<file path="src/ipt_pkg.sv">
package ipt_pkg;
  // Word width of one instruction word
  localparam int WORD_W = 16;
  localparam int ADDR_W = 24;
  // Fetch indicator pulse widths in clocks
  localparam logic [1:0] FETCH_LEN_NORMAL = 2'h1;
  localparam logic [1:0] FETCH_LEN_FLUSH = 2'h2;
  // Pipe indicator pulse widths in clocks
  localparam logic [1:0] PIPE_LEN_USE = 2'h1;
  localparam logic [1:0] PIPE_LEN_START = 2'h2;
  // Address increment per prefetched word in bytes
  localparam logic [23:0] FETCH_STEP = 24'h000002;
  localparam logic [23:0] RESET_ADDR = 24'h000000;
  typedef enum logic [1:0] {
    IPT_BUS_IDLE,
    IPT_BUS_OPERAND,
    IPT_BUS_PREFETCH
  } ipt_bus_t;
endpackage : ipt_pkg

</file>
<file path="src/ipt_pulse_if.sv">
interface ipt_pulse_if;
  logic req;
  logic [1:0] len;
  logic busy;
  logic out_n;
  modport gen (input req, input len, output busy, output out_n);
  modport user (output req, output len, input busy, input out_n);
endinterface : ipt_pulse_if

</file>
<file path="src/ipt_pipeline.sv">
// Function
// - One-clock fetch low routes bus data inward
// - Two-clock fetch low marks pipeline flush
// - Fetch indicated for user and supervisor
// - Two-clock bus: flush then fetch merges three
// - Slow buses negate fetch between indications
// - Three stages: buffer, decode, execute decode
// - One-clock pipe low consumes decode stage
// - Two-clock pipe low starts new instruction
// - Loaded words fall through empty stages
// - Validity set on receiver, cleared on supplier
// - Pipe indicator synchronous to system clock
// - Execute stage loads only at instruction start
// - Immediate start plus advance stays merged
// - Loop mode keeps pipe indications going
// - Loop mode fetch stops during recirculation
// - Each stage holds bus error status bit
// - Busy bus queues request until done
// - Prefetch starts at sequencer address, refills
// - Prefetch after the flush fetch only with room, no flow change
// - Operand accesses beat prefetches
module ipt_pipeline
  import ipt_pkg::*;
#(
  parameter int W = WORD_W,
  parameter int AW = ADDR_W,
  parameter int BUS_CLKS = 2
) (
  // System
  input wire logic clk_sys,
  input wire logic rstn,
  // Sequencer control
  input wire logic seq_start_req,
  input wire logic [AW-1:0] seq_start_addr,
  input wire logic seq_use_ext,
  input wire logic seq_instr_start,
  input wire logic seq_cof_next,
  input wire logic seq_loop_mode,
  input wire logic seq_supervisor,
  input wire logic seq_opnd_req,
  input wire logic seq_opnd_we,
  input wire logic [AW-1:0] seq_opnd_addr,
  input wire logic [W-1:0] seq_opnd_wdata,
  // External bus
  input wire logic bus_done,
  input wire logic bus_err,
  input wire logic [W-1:0] bus_rdata,
  output logic bus_start,
  output logic bus_we,
  output logic bus_super,
  output logic [AW-1:0] bus_addr,
  output logic [W-1:0] bus_wdata,
  output logic bus_is_fetch,
  // Pipeline view
  output logic [W-1:0] decode_word,
  output logic decode_valid,
  output logic decode_err,
  output logic [W-1:0] exec_word,
  output logic exec_err,
  output logic opnd_done,
  output logic [W-1:0] opnd_rdata,
  // Tracking pins
  output logic instr_fetch_indicator_n,
  output logic pipe_advance_indicator_n
);
  // ------------------------------------------------------------
  // Pipeline stages
  // ------------------------------------------------------------
  logic [W-1:0] prefetch_buffer_stage_ff, decode_stage_ff, execute_decode_stage_ff;
  logic buf_vld_ff, dec_vld_ff;
  logic buf_err_ff, dec_err_ff, exe_err_ff;
  logic [AW-1:0] fetch_addr_ff;
  logic flush_pend_ff, recirc_ff, loop_seen_ff;
  ipt_bus_t bus_st_ff;
  logic opnd_pend_ff, opnd_we_ff;
  logic [AW-1:0] opnd_addr_ff;
  logic [W-1:0] opnd_wdata_ff;
  logic fetch_done, fetch_in, inflight_fetch;
  logic adv_full, adv_use;
  logic start_fetch, start_opnd;
  logic bus_start_ff, bus_we_ff, bus_super_ff, bus_fetch_ff;
  logic [AW-1:0] bus_addr_ff;
  logic [W-1:0] bus_wdata_ff;
  logic opnd_done_ff;
  logic [W-1:0] opnd_rdata_ff;
  logic fetch_flush_ff;

  assign fetch_done = (bus_st_ff == IPT_BUS_PREFETCH) && bus_done;
  assign inflight_fetch = (bus_st_ff == IPT_BUS_PREFETCH);
  // Words from a fetch that completes in the flush cycle are dropped
  assign fetch_in = fetch_done && !seq_start_req;
  assign adv_full = seq_instr_start && dec_vld_ff;
  assign adv_use = seq_use_ext && !seq_instr_start && dec_vld_ff;

  // Buffer stage
  always_ff @(posedge clk_sys) begin
    if (!rstn || seq_start_req) begin
      buf_vld_ff <= 1'b0;
      buf_err_ff <= 1'b0;
      prefetch_buffer_stage_ff <= '0;
    end else if (fetch_in && buf_vld_ff && !(adv_full || adv_use)) begin
      buf_vld_ff <= 1'b1;
    end else if (fetch_in && (buf_vld_ff || (dec_vld_ff && !(adv_full || adv_use)))) begin
      // Word held in buffer while decode stage stays occupied
      prefetch_buffer_stage_ff <= bus_rdata;
      buf_err_ff <= bus_err;
      buf_vld_ff <= 1'b1;
    end else if ((adv_full || adv_use) && buf_vld_ff) begin
      buf_vld_ff <= 1'b0;
    end
  end

  // Decode stage
  always_ff @(posedge clk_sys) begin
    if (!rstn || seq_start_req) begin
      dec_vld_ff <= 1'b0;
      dec_err_ff <= 1'b0;
      decode_stage_ff <= '0;
    end else if (adv_full || adv_use) begin
      if (buf_vld_ff) begin
        decode_stage_ff <= prefetch_buffer_stage_ff;
        dec_err_ff <= buf_err_ff;
        dec_vld_ff <= 1'b1;
      end else if (fetch_in) begin
        decode_stage_ff <= bus_rdata;
        dec_err_ff <= bus_err;
        dec_vld_ff <= 1'b1;
      end else begin
        dec_vld_ff <= 1'b0;
      end
    end else if (fetch_in && !dec_vld_ff) begin
      decode_stage_ff <= bus_rdata;
      dec_err_ff <= bus_err;
      dec_vld_ff <= 1'b1;
    end
  end

  // Execute decode stage
  always_ff @(posedge clk_sys) begin
    if (!rstn) begin
      execute_decode_stage_ff <= '0;
      exe_err_ff <= 1'b0;
    end else if (adv_full) begin
      execute_decode_stage_ff <= decode_stage_ff;
      exe_err_ff <= dec_err_ff;
    end
  end

  // ------------------------------------------------------------
  // Prefetch controller
  // ------------------------------------------------------------
  logic room;
  // Count in-flight fetch as occupying a slot
  assign room = !(buf_vld_ff && dec_vld_ff) && !(inflight_fetch && (buf_vld_ff || dec_vld_ff));

  always_ff @(posedge clk_sys) begin
    if (!rstn) begin
      fetch_addr_ff <= RESET_ADDR;
      flush_pend_ff <= 1'b0;
    end else if (seq_start_req) begin
      fetch_addr_ff <= seq_start_addr;
      flush_pend_ff <= 1'b1;
    end else if (start_fetch) begin
      fetch_addr_ff <= fetch_addr_ff + FETCH_STEP[AW-1:0];
      flush_pend_ff <= 1'b0;
    end
  end

  // Loop mode: recirculation begins once the pipeline is full in loop mode
  always_ff @(posedge clk_sys) begin
    if (!rstn) begin
      recirc_ff <= 1'b0;
      loop_seen_ff <= 1'b0;
    end else begin
      loop_seen_ff <= seq_loop_mode;
      if (!seq_loop_mode) begin
        recirc_ff <= 1'b0;
      end else if (buf_vld_ff && dec_vld_ff) begin
        recirc_ff <= 1'b1;
      end
    end
  end

  // ------------------------------------------------------------
  // Bus controller
  // ------------------------------------------------------------
  always_ff @(posedge clk_sys) begin
    if (!rstn) begin
      opnd_pend_ff <= 1'b0;
      opnd_we_ff <= 1'b0;
      opnd_addr_ff <= '0;
      opnd_wdata_ff <= '0;
    end else if (seq_opnd_req) begin
      opnd_pend_ff <= 1'b1;
      opnd_we_ff <= seq_opnd_we;
      opnd_addr_ff <= seq_opnd_addr;
      opnd_wdata_ff <= seq_opnd_wdata;
    end else if (start_opnd) begin
      opnd_pend_ff <= 1'b0;
    end
  end

  logic bus_free;
  assign bus_free = (bus_st_ff == IPT_BUS_IDLE) || bus_done;
  assign start_opnd = bus_free && opnd_pend_ff && !bus_start_ff;
  assign start_fetch = bus_free && !opnd_pend_ff && !seq_opnd_req && !bus_start_ff &&
    !seq_start_req && !recirc_ff && (flush_pend_ff || (room && !seq_cof_next));

  always_ff @(posedge clk_sys) begin
    if (!rstn) begin
      bus_st_ff <= IPT_BUS_IDLE;
      bus_start_ff <= 1'b0;
      bus_we_ff <= 1'b0;
      bus_fetch_ff <= 1'b0;
      bus_super_ff <= 1'b0;
      bus_addr_ff <= '0;
      bus_wdata_ff <= '0;
    end else begin
      bus_start_ff <= start_opnd || start_fetch;
      if (start_opnd) begin
        bus_st_ff <= IPT_BUS_OPERAND;
        bus_we_ff <= opnd_we_ff;
        bus_fetch_ff <= 1'b0;
        bus_addr_ff <= opnd_addr_ff;
        bus_wdata_ff <= opnd_wdata_ff;
        bus_super_ff <= seq_supervisor;
      end else if (start_fetch) begin
        bus_st_ff <= IPT_BUS_PREFETCH;
        bus_we_ff <= 1'b0;
        bus_fetch_ff <= 1'b1;
        bus_addr_ff <= fetch_addr_ff;
        bus_super_ff <= seq_supervisor;
      end else if (bus_done) begin
        bus_st_ff <= IPT_BUS_IDLE;
        bus_fetch_ff <= 1'b0;
      end
    end
  end

  always_ff @(posedge clk_sys) begin
    if (!rstn) begin
      opnd_done_ff <= 1'b0;
      opnd_rdata_ff <= '0;
    end else begin
      opnd_done_ff <= (bus_st_ff == IPT_BUS_OPERAND) && bus_done;
      if ((bus_st_ff == IPT_BUS_OPERAND) && bus_done) begin
        opnd_rdata_ff <= bus_rdata;
      end
    end
  end

  // ------------------------------------------------------------
  // Tracking indicators
  // ------------------------------------------------------------
  ipt_pulse_if fetch_pif ();
  ipt_pulse_if pipe_pif ();

  // Flush marking follows the fetch into the pulse start
  always_ff @(posedge clk_sys) begin
    if (!rstn) begin
      fetch_flush_ff <= 1'b0;
    end else begin
      fetch_flush_ff <= start_fetch && flush_pend_ff;
    end
  end

  // Indication issued with the bus start of each fetch cycle; a new fetch
  // on a two-clock bus lands on the flush pulse's last clock and merges,
  // slower buses leave a gap because starts are further apart.
  assign fetch_pif.req = bus_start_ff && bus_fetch_ff && !recirc_ff;
  assign fetch_pif.len = fetch_flush_ff ? FETCH_LEN_FLUSH : FETCH_LEN_NORMAL;

  // Pipe pulse driven on clk_sys only; start beats use when both occur
  assign pipe_pif.req = adv_full || adv_use;
  assign pipe_pif.len = adv_full ? PIPE_LEN_START : PIPE_LEN_USE;

  ipt_pulse_gen u_fetch_pulse (
    .clk_sys(clk_sys),
    .rstn(rstn),
    .pif(fetch_pif.gen)
  );

  ipt_pulse_gen u_pipe_pulse (
    .clk_sys(clk_sys),
    .rstn(rstn),
    .pif(pipe_pif.gen)
  );

  // ------------------------------------------------------------
  // Output registers
  // ------------------------------------------------------------
  logic fetch_n_ff, pipe_n_ff;
  always_ff @(posedge clk_sys) begin
    if (!rstn) begin
      fetch_n_ff <= 1'b1;
      pipe_n_ff <= 1'b1;
    end else begin
      fetch_n_ff <= fetch_pif.out_n;
      pipe_n_ff <= pipe_pif.out_n;
    end
  end

  assign instr_fetch_indicator_n = fetch_n_ff;
  assign pipe_advance_indicator_n = pipe_n_ff;
  assign bus_start = bus_start_ff;
  assign bus_we = bus_we_ff;
  assign bus_super = bus_super_ff;
  assign bus_addr = bus_addr_ff;
  assign bus_wdata = bus_wdata_ff;
  assign bus_is_fetch = bus_fetch_ff;
  assign decode_word = decode_stage_ff;
  assign decode_valid = dec_vld_ff;
  assign decode_err = dec_err_ff;
  assign exec_word = execute_decode_stage_ff;
  assign exec_err = exe_err_ff;
  assign opnd_done = opnd_done_ff;
  assign opnd_rdata = opnd_rdata_ff;
endmodule : ipt_pipeline

</file>
<file path="src/ipt_pulse_gen.sv">
// Stretches a request into an active-low pulse of len clocks; a request on the
// last clock of a pulse extends it with no gap (merged indications).
module ipt_pulse_gen
  import ipt_pkg::*;
(
  // System
  input wire logic clk_sys,
  input wire logic rstn,
  // Pulse request and output
  ipt_pulse_if.gen pif
);
  logic [2:0] cnt_ff;
  logic out_n_ff;

  always_ff @(posedge clk_sys) begin
    if (!rstn) begin
      cnt_ff <= 3'h0;
      out_n_ff <= 1'b1;
    end else if (pif.req) begin
      cnt_ff <= {1'b0, pif.len} + ((cnt_ff > 3'h1) ? cnt_ff - 3'h1 : 3'h0);
      out_n_ff <= 1'b0;
    end else if (cnt_ff > 3'h1) begin
      cnt_ff <= cnt_ff - 3'h1;
      out_n_ff <= 1'b0;
    end else begin
      cnt_ff <= 3'h0;
      out_n_ff <= 1'b1;
    end
  end

  assign pif.out_n = out_n_ff;
  assign pif.busy = (cnt_ff > 3'h1);
endmodule : ipt_pulse_gen

</file>
<file path="config.mk">
export PLATFORM = sky130hd
export DESIGN_NAME = ipt_pipeline
export DESIGN_NICKNAME = d
export VERILOG_FILES = /design/src/ipt_pkg.sv /design/src/ipt_pulse_if.sv /design/src/ipt_pipeline.sv /design/src/ipt_pulse_gen.sv
export SDC_FILE = /design/constraint.sdc
export NUM_CORES = 1
export LEC_CHECK = 0
export BUFFER_PORTS_ARGS = -buffer_cell sky130_fd_sc_hd__buf_4
export CORE_AREA = 2 2 129 131
export CTS_BUF_LIST = sky130_fd_sc_hd__clkbuf_2
export DETAILED_ROUTE_END_ITERATION = 6
export DIE_AREA = 0 0 131 133
export HOLD_SLACK_MARGIN = 0.06
export PLACE_DENSITY = 0.76
export SLEW_MARGIN = 25
export SYNTH_ARGS = -nofsm -noshare
export SYNTH_HDL_FRONTEND = slang
export SYNTH_SLANG_ARGS = --single-unit
</file>
<file path="constraint.sdc">
create_clock -name clk_sys -period 2.3 [get_ports clk_sys]
set_input_delay 0.575 -clock clk_sys [delete_from_list [all_inputs] [get_ports clk_sys]]
set_output_delay 0.575 -clock clk_sys [all_outputs]
set_load 0.02 [all_outputs]
</file>
Word level (Yosys, flattened, before mapping) --
Cells that the tools add are included.
Operators by class: add/subtract/negate cells 5, magnitude comparators 2, equal/unequal tests 3, multiplexer cells 41, bitwise operators 2, reductions and logical operators 58
Operators with widths (count):
- two-way mux 24 bit | 4
- two-way mux 16 bit | 4
- logical AND 1 bit | 27
- two-way mux 1 bit | 25
- adder 24 x 2 -> 24 bit, second input constant | 1
- logical NOT 1 bit | 12
- two-way mux 3 bit | 4
- nonzero test 2 bit | 5
- two-way mux 2 bit | 4
- logical OR 1 bit | 7
- adder 2 x 3 -> 3 bit | 2
- > comparator 3 x 1 -> 1 bit, second input constant | 2
- AND reduction 2 bit | 3
- nonzero test 3 bit | 2
- subtractor 3 x 1 -> 3 bit, second input constant | 2
- inequality test 3 bit, second input constant | 1
- equality test 2 x 1 -> 1 bit, second input constant | 1
- equality test 2 bit, second input constant | 1
- logical NOT 2 bit | 1
- inverter 1 bit | 2
- OR reduction 2 bit | 1
Storage, ports and cells: bits in registers 195, logic and storage cells 143

Longest topological paths before layout --
Gate-level depths: netlist of run 1.
word-level depth 10, mapped depth 11, depth with buffers taken out 11

Modules after synthesis --
A second synthesis of run 1 with hierarchy kept.
Unflattened totals: cell total of the unflattened synthesis 918, area, all modules 7972.6 um^2
Modules (own cells, without submodules):
- ipt_pipeline | times used 1, cells an instance 862, area an instance 7454.6 um^2
- ipt_pulse_gen | times used 2, cells an instance 28, area an instance 259.0 um^2

Least setup slack after synthesis of run 1 --
Ideal clock, no wire load.
kind reg-to-reg, start register dec_vld_ff (netlist: decode_valid), end register u_pipe_pulse.cnt_ff[1], data arrival time 2.431 ns, data required time 2.235 ns, setup slack -0.196 ns, stages on the path, launching flop included 11, buffers on the path 3, clock period less this slack 2.496 ns, cells stage by stage dfxtp_1 -> buf_6 -> and2_1 -> clkbuf_1 -> clkinv_1 -> clkbuf_1 -> ha_1 -> inv_1 -> fa_1 -> mux2_2 -> nor2_1
Between the ends: word-level cells in the longest chain between the ends 4, elaborated cells between the ends (all ways) 6, those cells by class 1 x add/sub; 2 x mux; 3 x reduce/logical
Ends and longest elaborated chain:
- from (decl) | line ipt_pipeline.sv:70 | logic buf_vld_ff, dec_vld_ff;
- from (signal assigned) | line ipt_pipeline.sv:116 | dec_vld_ff <= 1'b0;
- from (signal assigned) | line ipt_pipeline.sv:123 | dec_vld_ff <= 1'b1;
- from (signal assigned) | line ipt_pipeline.sv:127 | dec_vld_ff <= 1'b1;
- logical AND 1 bit | line ipt_pipeline.sv:92 | assign adv_full = seq_instr_start && dec_vld_ff;
- two-way mux 2 bit | line ipt_pipeline.sv:275 | assign pipe_pif.len = adv_full ? PIPE_LEN_START : PIPE_LEN_USE;
- adder 2 x 3 -> 3 bit | line ipt_pulse_gen.sv:20 | cnt_ff <= {1'b0, pif.len} + ((cnt_ff > 3'h1) ? cnt_ff - 3'h1 : 3'h0);
- two-way mux 3 bit * | line ipt_pulse_gen.sv:19 | end else if (pif.req) begin
- to (signal assigned) | line ipt_pulse_gen.sv:20
- to (signal assigned) | line ipt_pulse_gen.sv:23 | cnt_ff <= cnt_ff - 3'h1;
- to (decl) | line ipt_pulse_gen.sv:12 | logic [2:0] cnt_ff;
Every way passes the cells marked *; elsewhere a longest branch is shown, timed or not. A chain may end at the register's enable or synchronous reset.

Worst setup path after layout of run 1 --
start register dec_vld_ff (netlist: decode_valid), end output decode_valid
RTL lines:
- to (decl) | line ipt_pipeline.sv:56 | output logic decode_valid,
No word-level cell between the ends.

==> results.json, run 1 <==
{
  "ys_seq_area_frac": 0.490,
  "die_y_um": 133,
  "p_int_mw": 4.68,
  "cp_num_cells": 2,
  "power.density_nw_per_um2": 633,
  "syn-num-nets": 1018,
  "synth-edff-count": 0,
  "startpoint_type": "register",
  "fmax_ghz": 0.476,
  "synth_compound_area_frac": 0.151,
  "start_util": 0.490,
  "path_clk_slew_ps": 250,
  "post-cts-setup-buffers": 0,
  "crit_chain": "buf_4 > buf_4",
  "setup_viol": 0,
  "grtUsageTotal": 0.254,
  "placementRows": 47,
  "p_clk_frac": 0.244,
  "crit_fanout": 7,
  "crit_type": "register to output pin",
  "portBuffers": 189,
  "synth_area_um2": 7920,
  "synth-simple-area-share": 0.188,
  "synthArstFlopShare": 0,
  "drive_gt1_frac": 0.223,
  "grt_overflow": 0,
  "viasPerCell": 5.32,
  "coreArea_um2": 16200,
  "min_period_ps": 2100,
  "grt_pass1_wl_um": 35200,
  "avgSynthCellArea_um2": 8.64,
  "rsz0062_at_grt": "false",
  "ys_ff_latch": 194,
  "clk-insertion-delay-late_ps": 790,
  "yosysWarningCount": 0,
  "antenna_left": 0,
  "hold_viol_final": 0,
  "die_w_um": 131,
  "crit_buf_inv": 2,
  "reg2reg_depth": 10,
  "utilization": 0.659,
  "worstPathArrival_ps": 1530,
  "drv_slew": 0,
  "crit_top_cell": "buf_4",
  "place_congestion": 0.886,
  "required_ps": 1730,
  "p_comb_frac": 0.207,
  "p_switching_mw": 2.07,
  "synth_flop_cell": "dfxtp_1",
  "num_vias": 7453,
  "slowest_stage": "dfxtp_1",
  "crit_path_end_kind": "output pin",
  "clockRootBuffer": "clkbuf_2",
  "routed_wl_um": 21800,
  "routedWlPerCell_um": 15.6,
  "clk_path_buf_depth": 2,
  "finalCritPeriodShare": 0.914,
  "nNetsFinal": 1269,
  "synth_top_family_by_area": "simple AND/OR/NAND/NOR gates",
  "clock-sinks": 194,
  "max_stage_delay_ps": 450,
  "status": "finished, final reports clean",
  "p_leak_nw": 4.56,
  "cts.repair.resized": 0,
  "syn_inst": 917,
  "slew-limit-headroom": 0.446,
  "area_growth_pct": 34.6,
  "synthXorXnorAreaFrac": 0.00442,
  "grt_pass1_vias": 7137,
  "cp_top_family": "flip-flops",
  "tightest_slew_ps": 832,
  "synth_mux_area_frac": 0.104,
  "dp_hpwl_um": 14600,
  "drt_iter0_markers": 619,
  "synth_fa_ha_area_frac": 0.0161,
  "io_pins": 190,
  "hold_path_class": "input port to register",
  "drc": 0,
  "cts-htree-levels": 4,
  "ir_drop_uv": 304,
  "clock_skew_ps": 36.9,
  "first_pass_iters": 5,
  "netSwitchingFraction": 0.306,
  "ys_types": 54,
  "grt_max_degree": 52,
  "holdPathStages": 4,
  "fin_tns_setup_ps": 0,
  "antenna_found_initial": 1,
  "cts_tree": "built",
  "pwr-share-seq": 0.549,
  "die_area_um2": 17400,
  "maxCapViolCount": 0,
  "tritoncts.num_buffers": 17
}
## cells in the mapped netlist (2+ instances only)
cell type / n / share of area
or2_2: 3 / 0.0024
a32oi_1: 4 / 0.0044
xnor2_1: 3 / 0.0033
buf_1: 4 / 0.0019
inv_1: 17 / 0.0081
dfxtp_1: 194 / 0.49
a22oi_1: 4 / 0.0038
ha_1: 7 / 0.011
and2_1: 3 / 0.0024
nand3b_1: 2 / 0.0019
o41ai_1: 4 / 0.0044
nand2_1: 186 / 0.088
o21ai_0: 37 / 0.023
mux2_2: 2 / 0.0028
or4_1: 4 / 0.0038
nand3_1: 15 / 0.0095
a211oi_1: 18 / 0.017
o311a_1: 2 / 0.0025
mux2i_1: 80 / 0.10
nand4_1: 4 / 0.0032
and4_1: 3 / 0.0033
nor3_1: 8 / 0.0051
o311ai_0: 8 / 0.0088
fa_1: 2 / 0.0051
buf_4: 3 / 0.0028
buf_2: 9 / 0.0057
o21ba_2: 3 / 0.0038
a21oi_1: 71 / 0.045
clkbuf_1: 46 / 0.022
nor2_1: 98 / 0.046
o21a_1: 4 / 0.0038
buf_6: 4 / 0.0057
and3_1: 9 / 0.0071
nand2b_1: 6 / 0.0047
nor4_1: 2 / 0.0016
a31oi_1: 30 / 0.024
## repair_timing
action	4_1_cts	5_1_grt
hold endpoints to repair	109	0
endpoints found under the setup margin	0	0
hold buffers	82	0
## tightest hold or removal path: cells and delay by family
family / cells / cell delay [ps]
AND/OR/NAND/NOR: 1 / 50
AO/OA/AOI/OAI: 2 / 170
buffers and inverters: 1 / 90
## flip-flops by register name, summed over array words and instances, names as in the netlist, 2 cells and up
name and cells:
opnd_addr_ff 24, u_pipe_pulse.cnt_ff 3, fetch_addr_ff 24, prefetch_buffer_stage_ff 16, bus_addr 24, opnd_rdata 16, bus_wdata 16, exec_word 16
opnd_wdata_ff 16, bus_st_ff 2, decode_word 16, u_fetch_pulse.cnt_ff 3
## power by group through the flow
stage	clock network (mW)	logic, mW	registers (mW)
floorplan	0	0.761	3.81
global placement	0	1.23	3.76
detailed placement	0	1.27	3.76
CTS	1.70	1.39	3.70
global route	1.82	1.57	3.73
finish	1.65	1.39	3.70
## cell type report
cell class	count	area [µm²]
well taps	220	275
clock buffers	17	85.1
inverters	18	70.1
flip-flops and latches	194	3880
diodes	1	2.50
multi-input cells	639	3680
fillers	1332	5510
clock inverters	15	145
repair buffers	298	2520
## cell usage in the layout, fill, tap and decap left out, drive strengths merged, types with 5 or more instances in the layout
master,Yosys,routed
buf,20,216
dfxtp,194,194
nand2,186,186
nor2,99,99
dlygate4sd3,0,82
mux2i,80,80
a21oi,71,71
o21ai,38,38
a31oi,30,30
inv,17,24
a211oi,18,18
clkbuf,46,17
nand3,15,15
and3,9,9
nor3,8,8
o311ai,8,8
ha,7,7
nand2b,6,6
clkinv,1,5
## worst paths after layout
check                                     startpoint                                 end  slack [ps]
setup / recovery           decode_valid$_SDFFE_PP0P_                        decode_valid         200
hold / removal                     seq_start_addr[4]       fetch_addr_ff[4]$_SDFFE_PN0P_         120
setup reg to reg   u_pipe_pulse.cnt_ff[1]$_SDFF_PN0_   u_pipe_pulse.cnt_ff[1]$_SDFF_PN0_         230
hold reg to reg   u_fetch_pulse.pif.out_n$_SDFF_PN1_  instr_fetch_indicator_n$_SDFF_PN1_         450
## cell families after synthesis
| family | Yosys count |
|---|---|
| flops | 194 |
| buf+inv | 84 |
| xor+xnor | 4 |
| fa+ha+maj | 9 |
| mux | 82 |
| compound gates | 195 |
| simple gates | 349 |
## layer usage
layer,vias up,wire length (µm),GRT usage
met2,247,10700,0.413
met3,43,1250,0.0590
met5,-,0,0
met4,0,556,0.0957
li1,3668,-,-
met1,3495,9320,0.327
## stage by stage
step	total power [mW]	std cells	worst slack, ps	area [µm²]	hold WS [ps]
2_1_floorplan	4.57	917	64.4	7920	386
3_5_place_dp	5.04	1287	66.5	9610	397
4_1_cts	6.79	1401	134	10700	63.7
5_1_grt	7.13	1402	7.97	10700	74.5
3_3_place_gp	4.99	1287	141	9610	399
6_report	6.75	1402	198	10700	124
Power figures use the tool's default switching activity.
==> run 2: changes to the inputs <==
--- a/config.mk
+++ b/config.mk
@@ -7,9 +7,9 @@
 export LEC_CHECK = 0
-export BUFFER_PORTS_ARGS = -buffer_cell sky130_fd_sc_hd__buf_4
-export CORE_AREA = 2 2 129 131
+export CORE_AREA = 2 2 126 115
 export CTS_BUF_LIST = sky130_fd_sc_hd__clkbuf_2
 export DETAILED_ROUTE_END_ITERATION = 6
-export DIE_AREA = 0 0 131 133
+export DIE_AREA = 0 0 128 117
+export DONT_BUFFER_PORTS = 1
 export HOLD_SLACK_MARGIN = 0.06
-export PLACE_DENSITY = 0.76
+export PLACE_DENSITY = 0.75
 export SLEW_MARGIN = 25
==> constraint.sdc (replaced) <==
create_clock -name clk_sys -period 2.3 [get_ports clk_sys]
set_input_delay 0 -clock clk_sys [delete_from_list [all_inputs] [get_ports clk_sys]]
set_output_delay 0 -clock clk_sys [all_outputs]
set_load 0.02 [all_outputs]
==> run 2 against run 1 <==
Against the previous run: final area is 2.1% lower; sequential cell count is the same; core utilization up 10 points; largest power group unchanged.
==> results.json, run 2 (synthesized netlist as in run 1, its figures left out) <==
{
  "hold_viol_final": 0,
  "setup_viol": 0,
  "pwr-share-seq": 0.536,
  "routed_wl_um": 24000,
  "path_clk_slew_ps": 300,
  "clk_path_buf_depth": 2,
  "reg2reg_depth": 5,
  "viasPerCell": 5.86,
  "p_switching_mw": 2.09,
  "crit_end": "opnd_rdata[2]$_SDFFE_PN0P_",
  "worstPathArrival_ps": 3010,
  "critPathLaunch": "bus_st_ff[1]$_SDFFE_PP0P_",
  "num_vias": 7506,
  "hold_path_class": "input port to register",
  "tritoncts.num_buffers": 17,
  "required_ps": 3070,
  "min_period_ps": 2240,
  "crit_fanout": 16,
  "die_y_um": 117,
  "grt_pass1_vias": 7229,
  "area_growth_pct": 31.8,
  "drv_slew": 0,
  "place_congestion": 0.894,
  "layout_commonest_cell": "dlygate4sd3_1",
  "portBuffers": 0,
  "slowest_stage": "and3b_1",
  "pre_cts_ws_ps": 258,
  "fin_tns_setup_ps": 0,
  "antenna_found_initial": 1,
  "grtUsageTotal": 0.317,
  "p_comb_frac": 0.186,
  "multiInputGateArea_um2": 3690,
  "netSwitchingFraction": 0.295,
  "start_util": 0.576,
  "routedWlPerCell_um": 18.7,
  "slew-limit-headroom": 0.456,
  "cts_tree": "built",
  "clk-insertion-delay-late_ps": 800,
  "antenna_left": 0,
  "die_w_um": 128,
  "ir_drop_uv": 610,
  "drive_gt1_frac": 0.0668,
  "die_area_um2": 15000,
  "cts-htree-levels": 4,
  "tightest_slew_ps": 816,
  "placementRows": 41,
  "max_stage_delay_ps": 650,
  "status": "finished, final reports clean",
  "finalCritPeriodShare": 0.974,
  "rsz0062_at_grt": "false",
  "startpoint_type": "register",
  "nFillCells": 917,
  "clock-sinks": 194,
  "clock_skew_ps": 50.1,
  "setup_ws_ps": 59.6,
  "r2r_slack_ps": 60,
  "maxCapViolCount": 0,
  "grt_max_degree": 63,
  "p_leak_nw": 4.01,
  "grt_pass1_wl_um": 37200,
  "first_pass_iters": 6,
  "post-cts-setup-buffers": 0,
  "utilization": 0.759,
  "power.density_nw_per_um2": 679,
  "p_int_mw": 4.99,
  "dp_hpwl_um": 12700,
  "crit_path_end_kind": "register",
  "drc": 0,
  "fmax_ghz": 0.446,
  "reg2reg_from": "bus_st_ff[1]$_SDFFE_PP0P_",
  "io_pins": 190,
  "grt_overflow": 0,
  "crit_chain": "buf_4 > and3b_1 > nand2_1 > dlygate4sd3_1 > a21oi_1",
  "seq_area_um2": 3890,
  "layout_common_cells": "dlygate4sd3_1, dfxtp_1, nand2_1, nor2_1, mux2i_1",
  "p_clk_frac": 0.278,
  "crit_type": "register to register",
  "coreArea_um2": 13700,
  "clockRootBuffer": "clkbuf_2",
  "drt_iter0_markers": 619,
  "r2r_end": "opnd_rdata[2]$_SDFFE_PN0P_",
  "hold_slack_ps": 142,
  "nNetsFinal": 1196
}
[run 2: changes by cell type in the layout (fill, tap and decap cells not counted), sizes merged]
cell and delta:
buf -193, bufinv +3, clkbuf +1, clkinv +1, clkinvlp -2, dlygate4sd3 +120
inv -3
[run 2: critical path: cells and delay by family, from the launching register on]
family / cells / cell delay, ps
AND/OR/NAND/NOR: 2 / 860
AO/OA/AOI/OAI: 1 / 130
buffers and inverters: 2 / 840
flip-flops: 1 / 400
[run 2: layout make-up]
class | count | area share
clock buffer | 18 | 0.00863
inverter | 18 | 0.00683
antenna | 1 | 0.000240
sequential | 194 | 0.372
clock inverter | 14 | 0.0194
tap | 172 | 0.0206
multi-input combinational | 639 | 0.354
timing repair buffer | 225 | 0.218
[run 2: timing repair]
item,4_1_cts,5_1_grt
resized for setup,0,4
setup endpoints to repair,0,2
hold buffers,205,0
endpoints found under the hold margin,194,0
[run 2: power groups by stage]
stage,combinational [mW],clock [mW],sequential (mW)
6_report,1.31,1.97,3.80
5_1_grt,1.47,2.12,3.82
4_1_cts,1.28,1.97,3.78
3_5_place_dp,0.897,0,3.85
3_3_place_gp,0.869,0,3.84
2_1_floorplan,0.761,0,3.81
[run 2: worst min-delay path by stage]
stage               cells past startpoint           from                                  end
global placement                        1           rstn   u_fetch_pulse.pif.out_n$_SDFF_PN1_
detailed placement                      1           rstn    u_pipe_pulse.pif.out_n$_SDFF_PN1_
global route                            3           rstn        fetch_addr_ff[4]$_SDFFE_PN0P_
finish                                  3           rstn        fetch_addr_ff[4]$_SDFFE_PN0P_
CTS                                     3           rstn  pipe_advance_indicator_n$_SDFF_PN1_
floorplan                               2  seq_loop_mode               recirc_ff$_SDFFE_PN0P_
[run 2: metrics by stage]
step / cells / total power [mW] / cell area (µm²)
floorplan: 917 / 4.57 / 7920
global placement: 1043 / 4.71 / 8040
detailed placement: 1043 / 4.74 / 8040
CTS: 1280 / 7.03 / 10400
global route: 1281 / 7.41 / 10400
finish: 1281 / 7.08 / 10400
[run 2: metal layers]
metal / track usage / up-vias / part of all wire / routed length (µm)
met5: 0 / - / 0 / 0
met2: 0.514 / 336 / 0.47 / 11200
met3: 0.0800 / 81 / 0.075 / 1800
met1: 0.396 / 3563 / 0.42 / 9970
met4: 0.165 / 0 / 0.041 / 979
li1: - / 3526 / - / -
